<file path="src/shared/rdp_consts.svh">
// Offsets, field positions, reset values and widths for the receive list pointer block
`ifndef RDP_CONSTS_SVH
`define RDP_CONSTS_SVH

// ****************************************
// Widths
// ****************************************
`define RDP_AW           8
`define RDP_DW           32

// ****************************************
// Device register map
// ****************************************
`define RDP_REG_CMD      8'h00
`define RDP_REG_STAT     8'h04
`define RDP_REG_PTR      8'h30
`define RDP_PTR_RST      32'h0000_0000
`define RDP_CMD_GO       0
`define RDP_CMD_STOP     1
`define RDP_STAT_ACTIVE  3
`define RDP_STAT_SILENT  4
`define RDP_STAT_LEND    5
`define RDP_LINK_OFS     32'h0000_0000

// ****************************************
// Host register map
// ****************************************
`define RDP_H_STAGE      8'h00
`define RDP_H_CTRL       8'h04
`define RDP_H_STAT       8'h08
`define RDP_H_MIRROR     8'h0c
`define RDP_HC_ARM       0
`define RDP_HC_SILENT    1
`define RDP_HC_STOP      2
`define RDP_HC_SAMPLE    3
`define RDP_HS_BUSY      0
`define RDP_HS_DEVBUSY   1
`define RDP_HS_ERR       2

`endif

</file>
<file path="src/shared/rdp_pkg.sv">
// Types shared by both ends of the receive list pointer block
package rdp_pkg;

  // Device receive sequencer, Gray along idle-ready-move-fetch-end
  typedef enum logic [2:0] {
    RDP_IDLE   = 3'h0,
    RDP_READY  = 3'h1,
    RDP_MOVE   = 3'h3,
    RDP_FETCH  = 3'h2,
    RDP_LEND   = 3'h6,
    RDP_SILENT = 3'h4
  } rdp_dev_state_t;

  // Host command sequencer
  typedef enum logic [1:0] {
    RDP_H_IDLE = 2'h0,
    RDP_H_GO   = 2'h1,
    RDP_H_RDC  = 2'h3,
    RDP_H_RDW  = 2'h2
  } rdp_host_state_t;

endpackage

</file>
<file path="src/shared/rdp_if.sv">
// Link between the host end and the device end of the receive list pointer block
`timescale 1ns/1ps
`include "rdp_consts.svh"
interface rdp_if;
  logic                reg_wr;
  logic                reg_rd;
  logic [`RDP_AW-1:0]  reg_addr;
  logic [`RDP_DW-1:0]  reg_wdata;
  logic [`RDP_DW-1:0]  reg_rdata;
  logic                rx_busy;
  logic                mem_req;
  logic [`RDP_DW-1:0]  mem_addr;
  logic                mem_ack;
  logic [`RDP_DW-1:0]  mem_rdata;

  modport dev (
    input  reg_wr, reg_rd, reg_addr, reg_wdata, mem_ack, mem_rdata,
    output reg_rdata, rx_busy, mem_req, mem_addr
  );
  modport host (
    output reg_wr, reg_rd, reg_addr, reg_wdata, mem_ack, mem_rdata,
    input  reg_rdata, rx_busy, mem_req, mem_addr
  );
endinterface

</file>
<file path="src/hw/rdp_ptr_reg.sv">
// Word-aligned receive list pointer register
`timescale 1ns/1ps
`include "rdp_consts.svh"
module rdp_ptr_reg
  import rdp_pkg::*;
(
  // Clock and reset
  input  wire logic               i_mclk,
  input  wire logic               i_rst_n,
  // Software write
  input  wire logic               i_wr,
  input  wire logic [`RDP_DW-1:0] i_wdata,
  // Hardware advance
  input  wire logic               i_load,
  input  wire logic [`RDP_DW-1:0] i_link,
  // Pointer
  output logic      [`RDP_DW-1:0] o_ptr
);

  logic [`RDP_DW-3:0] ptr_q;
  localparam logic [`RDP_DW-1:0] PTR_RST = `RDP_PTR_RST;

  // Low two bits are never stored, so every fetch stays word aligned
  always_ff @(posedge i_mclk or negedge i_rst_n) begin
    if (!i_rst_n) begin
      ptr_q <= PTR_RST[`RDP_DW-1:2];
    end else if (i_wr) begin
      ptr_q <= i_wdata[`RDP_DW-1:2];
    end else if (i_load) begin
      ptr_q <= i_link[`RDP_DW-1:2];
    end
  end

  assign o_ptr = {ptr_q, 2'b00};

endmodule // rdp_ptr_reg

</file>
<file path="src/hw/rdp_dev.sv">
// Device end: receive list pointer, link walk and silent receive mode
`timescale 1ns/1ps
`include "rdp_consts.svh"

// ****************************************
// Receive list pointer sequencer
// ****************************************

// Summary of operation
// - Software loads pointer while idle, before go
// - Pointer follows sequencer through linked descriptors
// - Null link keeps pointer on current descriptor
// - Go strobe at list end rereads current link field
// - Software writes pointer only while not receiving: idle, silent or list end
// - Software writes word-aligned pointers only
// - Zero pointer then go enters silent mode, except at list end where go refetches the link
// - Silent mode buffers frames, moves nothing
// - Valid pointer then go drains buffered frames
module rdp_dev
  import rdp_pkg::*;
(
  // Clock and reset
  input  wire logic               i_mclk,
  input  wire logic               i_rst_n,
  // Link to host end
  rdp_if.dev                      bus,
  // Receive FIFO side
  input  wire logic               i_frame_rdy,
  input  wire logic               i_dma_done,
  output logic                    o_dma_go,
  output logic      [`RDP_DW-1:0] o_dma_desc,
  // Status
  output logic                    o_rx_active,
  output logic                    o_silent,
  output logic                    o_list_end
);

  // ****************************************
  // Register decode
  // ****************************************
  logic               go_s;
  logic               stop_s;
  logic               ptr_wr;
  logic [`RDP_DW-1:0] ptr;
  logic               ptr_null;
  logic               link_null;
  logic               link_load;

  assign go_s   = bus.reg_wr && (bus.reg_addr == `RDP_REG_CMD)
                  && bus.reg_wdata[`RDP_CMD_GO];
  assign stop_s = bus.reg_wr && (bus.reg_addr == `RDP_REG_CMD)
                  && bus.reg_wdata[`RDP_CMD_STOP];
  // Accepted at any time; keeping writes to idle periods is software's job
  assign ptr_wr = bus.reg_wr && (bus.reg_addr == `RDP_REG_PTR);

  assign ptr_null  = (ptr[`RDP_DW-1:2] == '0);
  assign link_null = (bus.mem_rdata[`RDP_DW-1:2] == '0);

  // ****************************************
  // Sequencer
  // ****************************************
  rdp_dev_state_t state_q;
  rdp_dev_state_t state_d;

  always_comb begin
    state_d = state_q;
    unique case (state_q)
      RDP_IDLE: begin
        if (go_s && !stop_s) begin
          // Pointer was loaded while idle
          state_d = ptr_null ? RDP_SILENT : RDP_READY;
        end
      end
      RDP_SILENT: begin
        if (stop_s) begin
          state_d = RDP_IDLE;
        end else if (go_s && !ptr_null) begin
          state_d = RDP_READY;
        end
      end
      RDP_READY: begin
        if (stop_s) begin
          state_d = RDP_IDLE;
        end else if (i_frame_rdy) begin
          state_d = RDP_MOVE;
        end
      end
      RDP_MOVE: begin
        // A started transfer always completes; stop is refused here
        if (i_dma_done) begin
          state_d = RDP_FETCH;
        end
      end
      RDP_FETCH: begin
        if (bus.mem_ack) begin
          state_d = link_null ? RDP_LEND : RDP_READY;
        end
      end
      RDP_LEND: begin
        if (stop_s) begin
          state_d = RDP_IDLE;
        end else if (go_s) begin
          state_d = RDP_FETCH;
        end
      end
      default: begin
        state_d = RDP_IDLE;
      end
    endcase
  end

  always_ff @(posedge i_mclk or negedge i_rst_n) begin
    if (!i_rst_n) begin
      state_q <= RDP_IDLE;
    end else begin
      state_q <= state_d;
    end
  end

  // ****************************************
  // Pointer
  // ****************************************
  // Null link leaves the pointer where it is
  assign link_load = (state_q == RDP_FETCH) && bus.mem_ack && !link_null;

  rdp_ptr_reg u_ptr (
    .i_mclk  (i_mclk),
    .i_rst_n (i_rst_n),
    .i_wr    (ptr_wr),
    .i_wdata (bus.reg_wdata),
    .i_load  (link_load),
    .i_link  (bus.mem_rdata),
    .o_ptr   (ptr)
  );

  // ****************************************
  // Link fetch request
  // ****************************************
  logic               mem_req_q;
  logic [`RDP_DW-1:0] mem_addr_q;

  always_ff @(posedge i_mclk or negedge i_rst_n) begin
    if (!i_rst_n) begin
      mem_req_q  <= 1'b0;
      mem_addr_q <= '0;
    end else begin
      // One pulse on every entry to the fetch state
      mem_req_q <= (state_d == RDP_FETCH) && (state_q != RDP_FETCH);
      if ((state_d == RDP_FETCH) && (state_q != RDP_FETCH)) begin
        mem_addr_q <= ptr + `RDP_LINK_OFS;
      end
    end
  end

  assign bus.mem_req  = mem_req_q;
  assign bus.mem_addr = mem_addr_q;

  // ****************************************
  // Transfer start
  // ****************************************
  logic               dma_go_q;
  logic [`RDP_DW-1:0] dma_desc_q;

  // No path from silent to move, so nothing reaches memory there
  always_ff @(posedge i_mclk or negedge i_rst_n) begin
    if (!i_rst_n) begin
      dma_go_q   <= 1'b0;
      dma_desc_q <= '0;
    end else begin
      dma_go_q <= (state_q == RDP_READY) && (state_d == RDP_MOVE);
      if ((state_q == RDP_READY) && (state_d == RDP_MOVE)) begin
        dma_desc_q <= ptr;
      end
    end
  end

  assign o_dma_go   = dma_go_q;
  assign o_dma_desc = dma_desc_q;

  // ****************************************
  // Status
  // ****************************************
  logic active_q;
  logic silent_q;
  logic lend_q;

  always_ff @(posedge i_mclk or negedge i_rst_n) begin
    if (!i_rst_n) begin
      active_q <= 1'b0;
      silent_q <= 1'b0;
      lend_q   <= 1'b0;
    end else begin
      active_q <= (state_d == RDP_READY) || (state_d == RDP_MOVE)
                  || (state_d == RDP_FETCH);
      silent_q <= (state_d == RDP_SILENT);
      lend_q   <= (state_d == RDP_LEND);
    end
  end

  assign o_rx_active = active_q;
  assign o_silent    = silent_q;
  assign o_list_end  = lend_q;
  assign bus.rx_busy = active_q;

  // ****************************************
  // Register read
  // ****************************************
  logic [`RDP_DW-1:0] rdata_q;

  always_ff @(posedge i_mclk or negedge i_rst_n) begin
    if (!i_rst_n) begin
      rdata_q <= '0;
    end else if (bus.reg_rd) begin
      unique case (bus.reg_addr)
        `RDP_REG_PTR: begin
          rdata_q <= ptr;
        end
        `RDP_REG_STAT: begin
          rdata_q <= {26'h0, lend_q, silent_q, active_q, state_q};
        end
        default: begin
          rdata_q <= '0;
        end
      endcase
    end
  end

  assign bus.reg_rdata = rdata_q;

endmodule // rdp_dev

</file>
<file path="src/flat_wrapper.sv">
// flat-port wrapper written by rule: the top's interface ports become plain ports
module rdp_dev_flat import rdp_pkg::*;
  (i_mclk, i_rst_n, i_frame_rdy, i_dma_done, o_dma_go, o_dma_desc, o_rx_active, o_silent, o_list_end, bus_reg_wr, bus_reg_rd, bus_reg_addr, bus_reg_wdata, bus_mem_ack, bus_mem_rdata, bus_reg_rdata, bus_rx_busy, bus_mem_req, bus_mem_addr);
  rdp_if bus_i ();
  input  wire logic i_mclk;
  input  wire logic i_rst_n;
  input  wire logic i_frame_rdy;
  input  wire logic i_dma_done;
  output logic o_dma_go;
  output logic      [`RDP_DW-1:0] o_dma_desc;
  output logic o_rx_active;
  output logic o_silent;
  output logic o_list_end;
  input wire logic [$bits(bus_i.reg_wr)-1:0] bus_reg_wr;
  input wire logic [$bits(bus_i.reg_rd)-1:0] bus_reg_rd;
  input wire logic [$bits(bus_i.reg_addr)-1:0] bus_reg_addr;
  input wire logic [$bits(bus_i.reg_wdata)-1:0] bus_reg_wdata;
  input wire logic [$bits(bus_i.mem_ack)-1:0] bus_mem_ack;
  input wire logic [$bits(bus_i.mem_rdata)-1:0] bus_mem_rdata;
  output wire logic [$bits(bus_i.reg_rdata)-1:0] bus_reg_rdata;
  output wire logic [$bits(bus_i.rx_busy)-1:0] bus_rx_busy;
  output wire logic [$bits(bus_i.mem_req)-1:0] bus_mem_req;
  output wire logic [$bits(bus_i.mem_addr)-1:0] bus_mem_addr;
  assign bus_i.reg_wr = bus_reg_wr;
  assign bus_i.reg_rd = bus_reg_rd;
  assign bus_i.reg_addr = bus_reg_addr;
  assign bus_i.reg_wdata = bus_reg_wdata;
  assign bus_i.mem_ack = bus_mem_ack;
  assign bus_i.mem_rdata = bus_mem_rdata;
  assign bus_reg_rdata = bus_i.reg_rdata;
  assign bus_rx_busy = bus_i.rx_busy;
  assign bus_mem_req = bus_i.mem_req;
  assign bus_mem_addr = bus_i.mem_addr;
  rdp_dev u_core (.i_mclk(i_mclk), .i_rst_n(i_rst_n), .bus(bus_i), .i_frame_rdy(i_frame_rdy), .i_dma_done(i_dma_done), .o_dma_go(o_dma_go), .o_dma_desc(o_dma_desc), .o_rx_active(o_rx_active), .o_silent(o_silent), .o_list_end(o_list_end));
endmodule
</file>
<file path="config.mk">
export PLATFORM = sky130hd
export DESIGN_NAME = rdp_dev_flat
export DESIGN_NICKNAME = d
export VERILOG_FILES = /design/src/shared/rdp_pkg.sv /design/src/shared/rdp_if.sv /design/src/hw/rdp_ptr_reg.sv /design/src/hw/rdp_dev.sv /design/src/flat_wrapper.sv
export VERILOG_INCLUDE_DIRS = /design/src /design/src/shared
export SDC_FILE = /design/constraint.sdc
export NUM_CORES = 1
export LEC_CHECK = 0
export ABC_AREA = 1
export BUFFER_PORTS_ARGS = -buffer_cell sky130_fd_sc_hd__buf_4
export CAP_MARGIN = 20
export CORE_UTILIZATION = 52
export DETAILED_ROUTE_END_ITERATION = 16
export PLACE_DENSITY = 0.93
export SETUP_SLACK_MARGIN = 0.05
export SYNTH_ARGS = -nofsm -noshare
export SYNTH_HDL_FRONTEND = slang
export SYNTH_HIERARCHICAL = 1
export SYNTH_SLANG_ARGS = --single-unit
</file>
<file path="constraint.sdc">
create_clock -name i_mclk -period 2 [get_ports i_mclk]
set_input_delay 0.4 -clock i_mclk [delete_from_list [all_inputs] [get_ports i_mclk]]
set_output_delay 0.4 -clock i_mclk [all_outputs]
set_load 0.01 [all_outputs]
</file>
# Yosys cells after proc, flatten, opt, wreduce, memory -nomap -nowiden
# Index checks and enable logic that the tools add are counted.
[totals] in_bits=79 register_bits=130 out_inout_bits=102 romBits=0 latch_bits=0 ramBits=0 mem_count=0
[op_classes] bitwise_logic=0 n_mux=15 n_lt_le_gt_ge=0 div_mod_pow=0 n_eq_ne=13 addsub=0 shifts=0 mul=0 reduce_logical=20
[op_table] operator="32-bit case mux with 2 select lines" n=1
[op_table] operator="30-bit zero test" n=2
[op_table] operator="30-bit 2-to-1 mux" n=2
[op_table] operator="3-bit 2-to-1 mux" n=11
[op_table] operator="3-bit case mux with 6 select lines" n=1
[op_table] operator="3-bit by 2-bit equality test with 1-bit output (second input constant)" n=4
[op_table] operator="3-bit equality test (second input constant)" n=4
[op_table] operator="1-bit logical AND" n=10
[op_table] operator="8-bit by 3-bit equality test with 1-bit output (second input constant)" n=1
[op_table] operator="8-bit by 6-bit equality test with 1-bit output (second input constant)" n=1
[op_table] operator="8-bit zero test" n=1
[op_table] operator="3-bit by 1-bit equality test with 1-bit output (second input constant)" n=2
[op_table] operator="1-bit zero test" n=3
[op_table] operator="3-bit zero test" n=1
[op_table] operator="3-bit by 2-bit inequality test with 1-bit output (second input constant)" n=1
[op_table] operator="1-bit logical OR" n=2
[op_table] operator="2-bit nonzero test" n=1

# Logic depth before layout (Yosys ltp)
[logic_depth] word_depth=10 depth_mapped=14 mapped_depth_nobuf=13

# By module
# The synthesis kept the hierarchy.
[modules_own_cells] module="rdp_dev" cells_per_inst=546 n_inst=1 area_each_um2=4636.9 seq_area_each_um2=2602.5
[modules_own_cells] module="rdp_ptr_reg" cells_per_inst=167 n_inst=1 area_each_um2=1372.6 seq_area_each_um2=750.7

# Worst setup path before layout
# Ideal clock, no wire load.
[synth_path] path_kind="input-to-reg" startpoint="input bus_mem_rdata[31]" endpoint="register u_core.mem_addr_q[12], in the netlist u_core/bus.mem_addr[12]" stages=12 path_buffers=1 path_slack_ns=0.202 t_arrival_ns=1.682 cell_sequence="or2_1 nor2_1 nand2_1 nor2_2 nor2_2 nor2_2 nand2_4 nor2_8 nand2_4 buf_6 nand2_2 nand2_1"
[synth_between] elab_chain_len=6
[synth_rtl] item="start: declaration" line="flat_wrapper.sv:19" text="input wire logic [$bits(bus_i.mem_rdata)-1:0] bus_mem_rdata;"
[synth_rtl] item="30-bit zero test" line="rdp_dev.sv:57" text="assign link_null = (bus.mem_rdata[`RDP_DW-1:2] == '0);"
[synth_rtl] item="3-bit 2-to-1 mux" line="rdp_dev.sv:96" text="state_d = link_null ? RDP_LEND : RDP_READY;"
[synth_rtl] item="3-bit 2-to-1 mux" line="rdp_dev.sv:95" text="if (bus.mem_ack) begin"
[synth_rtl] item="3-bit case mux with 6 select lines" line="rdp_dev.sv:67" text="unique case (state_q)"
[synth_rtl] item="net u_core.state_d[0]" line="rdp_dev.sv:63" text="rdp_dev_state_t state_d;"
[synth_rtl] item="3-bit by 2-bit equality test with 1-bit output" line="rdp_dev.sv:149" text="if ((state_d == RDP_FETCH) && (state_q != RDP_FETCH)) begin"
[synth_rtl] item="1-bit logical AND" line="rdp_dev.sv:149"
[synth_rtl] item="end signal: assignment" line="rdp_dev.sv:150" text="mem_addr_q <= ptr + `RDP_LINK_OFS;"
[synth_rtl] item="end: declaration" line="rdp_dev.sv:140" text="logic [`RDP_DW-1:0] mem_addr_q;"
# The timed path passes the listed nets, and every way through them passes these cells.
# A chain may end at the register's enable or synchronous reset.

# Worst setup path in the final report
[layout_path] startpoint="register u_core.state_q[1]" endpoint="register u_core.u_ptr.ptr_q[6]"
[layout_between] elab_chain_len=4
[layout_rtl] item="start: declaration" line="rdp_dev.sv:62" text="rdp_dev_state_t state_q;"
[layout_rtl] item="start signal: assignment" line="rdp_dev.sv:116" text="state_q <= state_d;"
[layout_rtl] item="3-bit by 2-bit equality test with 1-bit output" line="rdp_dev.sv:124" text="assign link_load = (state_q == RDP_FETCH) && bus.mem_ack && !link_null;"
[layout_rtl] item="1-bit logical AND (2 in a row)" line="rdp_dev.sv:124"
[layout_rtl] item="net u_core.link_load" line="rdp_dev.sv:47" text="logic link_load;"
[layout_rtl] item="2-bit nonzero test (no line)"
[layout_rtl] item="end signal: assignment" line="rdp_ptr_reg.sv:26" text="ptr_q <= PTR_RST[`RDP_DW-1:2];"
[layout_rtl] item="end signal: assignment" line="rdp_ptr_reg.sv:28" text="ptr_q <= i_wdata[`RDP_DW-1:2];"
[layout_rtl] item="end signal: assignment" line="rdp_ptr_reg.sv:30" text="ptr_q <= i_link[`RDP_DW-1:2];"
[layout_rtl] item="end: declaration" line="rdp_ptr_reg.sv:20" text="logic [`RDP_DW-3:0] ptr_q;"
# The timed path passes the listed nets, and every way through them passes these cells.

==> results.ini <==
[run_status]
status=finished, final reports clean

[pwr]
leakage_nw=4.44
p_total_mw=11.9
power_density_mw_per_mm2=1410
ir_drop_uv=755

[critical_path]
crit_fanout=30
required_ns=2.27
worstSetupStartpointType=flop
endpoint_kind=flop
crit_type=reg -> reg
cp.arrival_ns=2.18

[detailed_routing]
wl_per_cell_um=17.9
dr.pass1.iters=5
drtIter0Drc=629
vias=5981
routed_wl_um=19100
vias_per_cell=5.59
ant_nets=0
drc=0

[yosys]
yosys_warnings=6
ys_seq_elements=134
syn_area_sq_mm=0.00601
async_flop_share=1.00
synth_edf_count=0
ys_seq_area_frac=0.558
avgSynthCellArea_sq_um=8.43
syn_inst=713
synth_flop_cell=dfrtp_1
synth_cell_types=34

[clock_network]
h-tree-depth=4
cts_tree=yes
clkLatencyLatePin_ns=0.41
cts_buffers=17
root_buffer=clkbuf_16
cts_sinks=134
cts.clk_slew.worst_paths_ns=0.06
clock_path_buffers=2

[final_layout]
ff_latch_area_sq_mm=0.00336
final_cells=1069
areaGrowthSynthToFinish_pct=40.0
antenna_cells=0
layout_common_cells=nand2_1 (263), buf_4 (211), dfrtp_1 (131), nand3_1 (97), nor2_1 (35)
fin_util=0.763
n_fill_cell=773
final_nets=997
final_common_cell=nand2_1
multi_input_area_sq_mm=0.00231
drive_above_1_share=0.328

[global_route]
grt_pass1_vias=5728
grt_util_all_layers=0.323
grt_overflow_total=0
grt_pass1_wl_um=28700
antenna_found_initial=0
grt_max_degree=53

[timing]
fin_crit_ns=1.91
hold_violations=0
final_max_slew_viol_count=0
setup_viol=0
max_freq_mhz=524
tightest_slew_ns=0.570
clock_skew_ns=0.00885
final.setup.tns_ns=0
holdWs_ns=0.213
fin_crit_sh=0.954
relSlewSlack=0.620
rsz0062_at_grt=true

[placed_design]
dpl.hpwl_um=12600
portBuffers=178
finalWeightedCongestion=0.896
dp.cells=1027

[floorplan]
io_pins=181
initial_core_util=0.545
rows=38
core_area_sq_mm=0.0110
dieHeight_um=110
die_w_um=110
dieArea_sq_mm=0.0120

[job]
drv_cap=0

[worst_hold_path]
hold_class=in -> reg

## final timing paths
kind,start,end,slack [ns],cells past startpoint
setup reg to reg,u_core/state_q[1]$_DFF_PN0_,u_core/u_ptr/ptr_q[6]$_DFFE_PN0P_,0.09,11
min in group asynchronous,i_rst_n,u_core/o_dma_desc[19]$_DFFE_PN0P_,0.49,2
max in group asynchronous,i_rst_n,u_core/u_ptr/ptr_q[15]$_DFFE_PN0P_,0.88,3
hold / removal,bus_reg_wdata[26],u_core/u_ptr/ptr_q[24]$_DFFE_PN0P_,0.21,3
hold reg to reg,u_core/bus.mem_addr[20]$_DFFE_PN0P_,u_core/bus.mem_addr[20]$_DFFE_PN0P_,0.47,2
setup / recovery,u_core/state_q[1]$_DFF_PN0_,u_core/u_ptr/ptr_q[6]$_DFFE_PN0P_,0.09,11
## critical path, cell delays in order, from the launching register on
cell and delay, ns:
dfrtp_1 0.38, inv_1 0.10, nor2_2 0.17, nand2_1 0.14
nor2_2 0.14, inv_2 0.06, nor2_4 0.18, buf_12 0.19
nor2_2 0.06, buf_12 0.17, nand2_1 0.09, nand3_1 0.09
## kinds of logic after synthesis
| logic type | after synthesis | synth area share |
|---|---|---|
| simple gates | 446 | 0.325 |
| compound gates | 54 | 0.0512 |
| flops | 134 | 0.558 |
| buf+inv | 78 | 0.0647 |
| other cells | 1 | 0.000624 |
## state kept, by name (all words and copies together), names as in the netlist
name / cells
u_core/bus.mem_addr: 32
u_core/bus.reg_rdata: 32
u_core/o_dma_desc: 32
u_core/u_ptr/ptr_q: 30
u_core/state_q: 3
u_core/bus.mem_req: 1
u_core/bus.rx_busy: 1
u_core/o_dma_go: 1
u_core/o_list_end: 1
u_core/o_silent: 1
## routing by layer
layer / vias up / global-route usage / wire length (um)
met5: - / 0 / 0
met4: 0 / 0.150 / 734
met3: 55 / 0.0510 / 1700
met2: 408 / 0.546 / 9580
met1: 2822 / 0.407 / 7110
li1: 2696 / - / -
## where the power goes
| part | internal, mW | switching [mW] |
|---|---|---|
| combinational | 2.02 | 2.51 |
| sequential | 3.58 | 0.659 |
| clock | 1.95 | 1.17 |
## timing repair
| item | in CTS | in global routing |
|---|---|---|
| setup endpoints to repair | 62 | 63 |
| endpoints found under the hold margin | 44 | 0 |
| resized for setup | 5 | 15 |
| setup buffers | 1 | 8 |
| gates cloned | 1 | 1 |
| pin swaps | 0 | 5 |
| hold buffers | 1 | 0 |
## per-stage QoR
step                worst slack [ns]  area [sq um]
floorplan                      0.202          6010
global placement             -0.0382          7630
detailed placement           -0.0812          7630
CTS                           0.0666          8290
global route                  0.0180          8410
finish                        0.0928          8410
## layout make-up
cell class / count / share of cell area
clock buffer: 18 / 0.0510
clock inverter: 12 / 0.0184
inverter: 39 / 0.0178
multi-input combinational: 502 / 0.275
sequential: 134 / 0.399
tap: 140 / 0.0208
timing repair buffer: 224 / 0.218
## cells in the mapped netlist (all sizes together), types with 2 or more instances
| library cell | count | area, sq um |
|---|---|---|
| buf | 26 | 190 |
| clkbuf | 13 | 48.8 |
| clkinv | 3 | 12.5 |
| dfrtp | 134 | 3350 |
| inv | 36 | 138 |
| nand2 | 282 | 1110 |
| nand3 | 101 | 533 |
| nand4 | 3 | 18.8 |
| nor2 | 52 | 234 |
| nor3 | 4 | 31.3 |
| o21ai | 37 | 189 |
| o22ai | 6 | 37.5 |
| o31ai | 10 | 75.1 |
| or2 | 2 | 12.5 |
No activity file was read; power rests on OpenSTA's default activity.
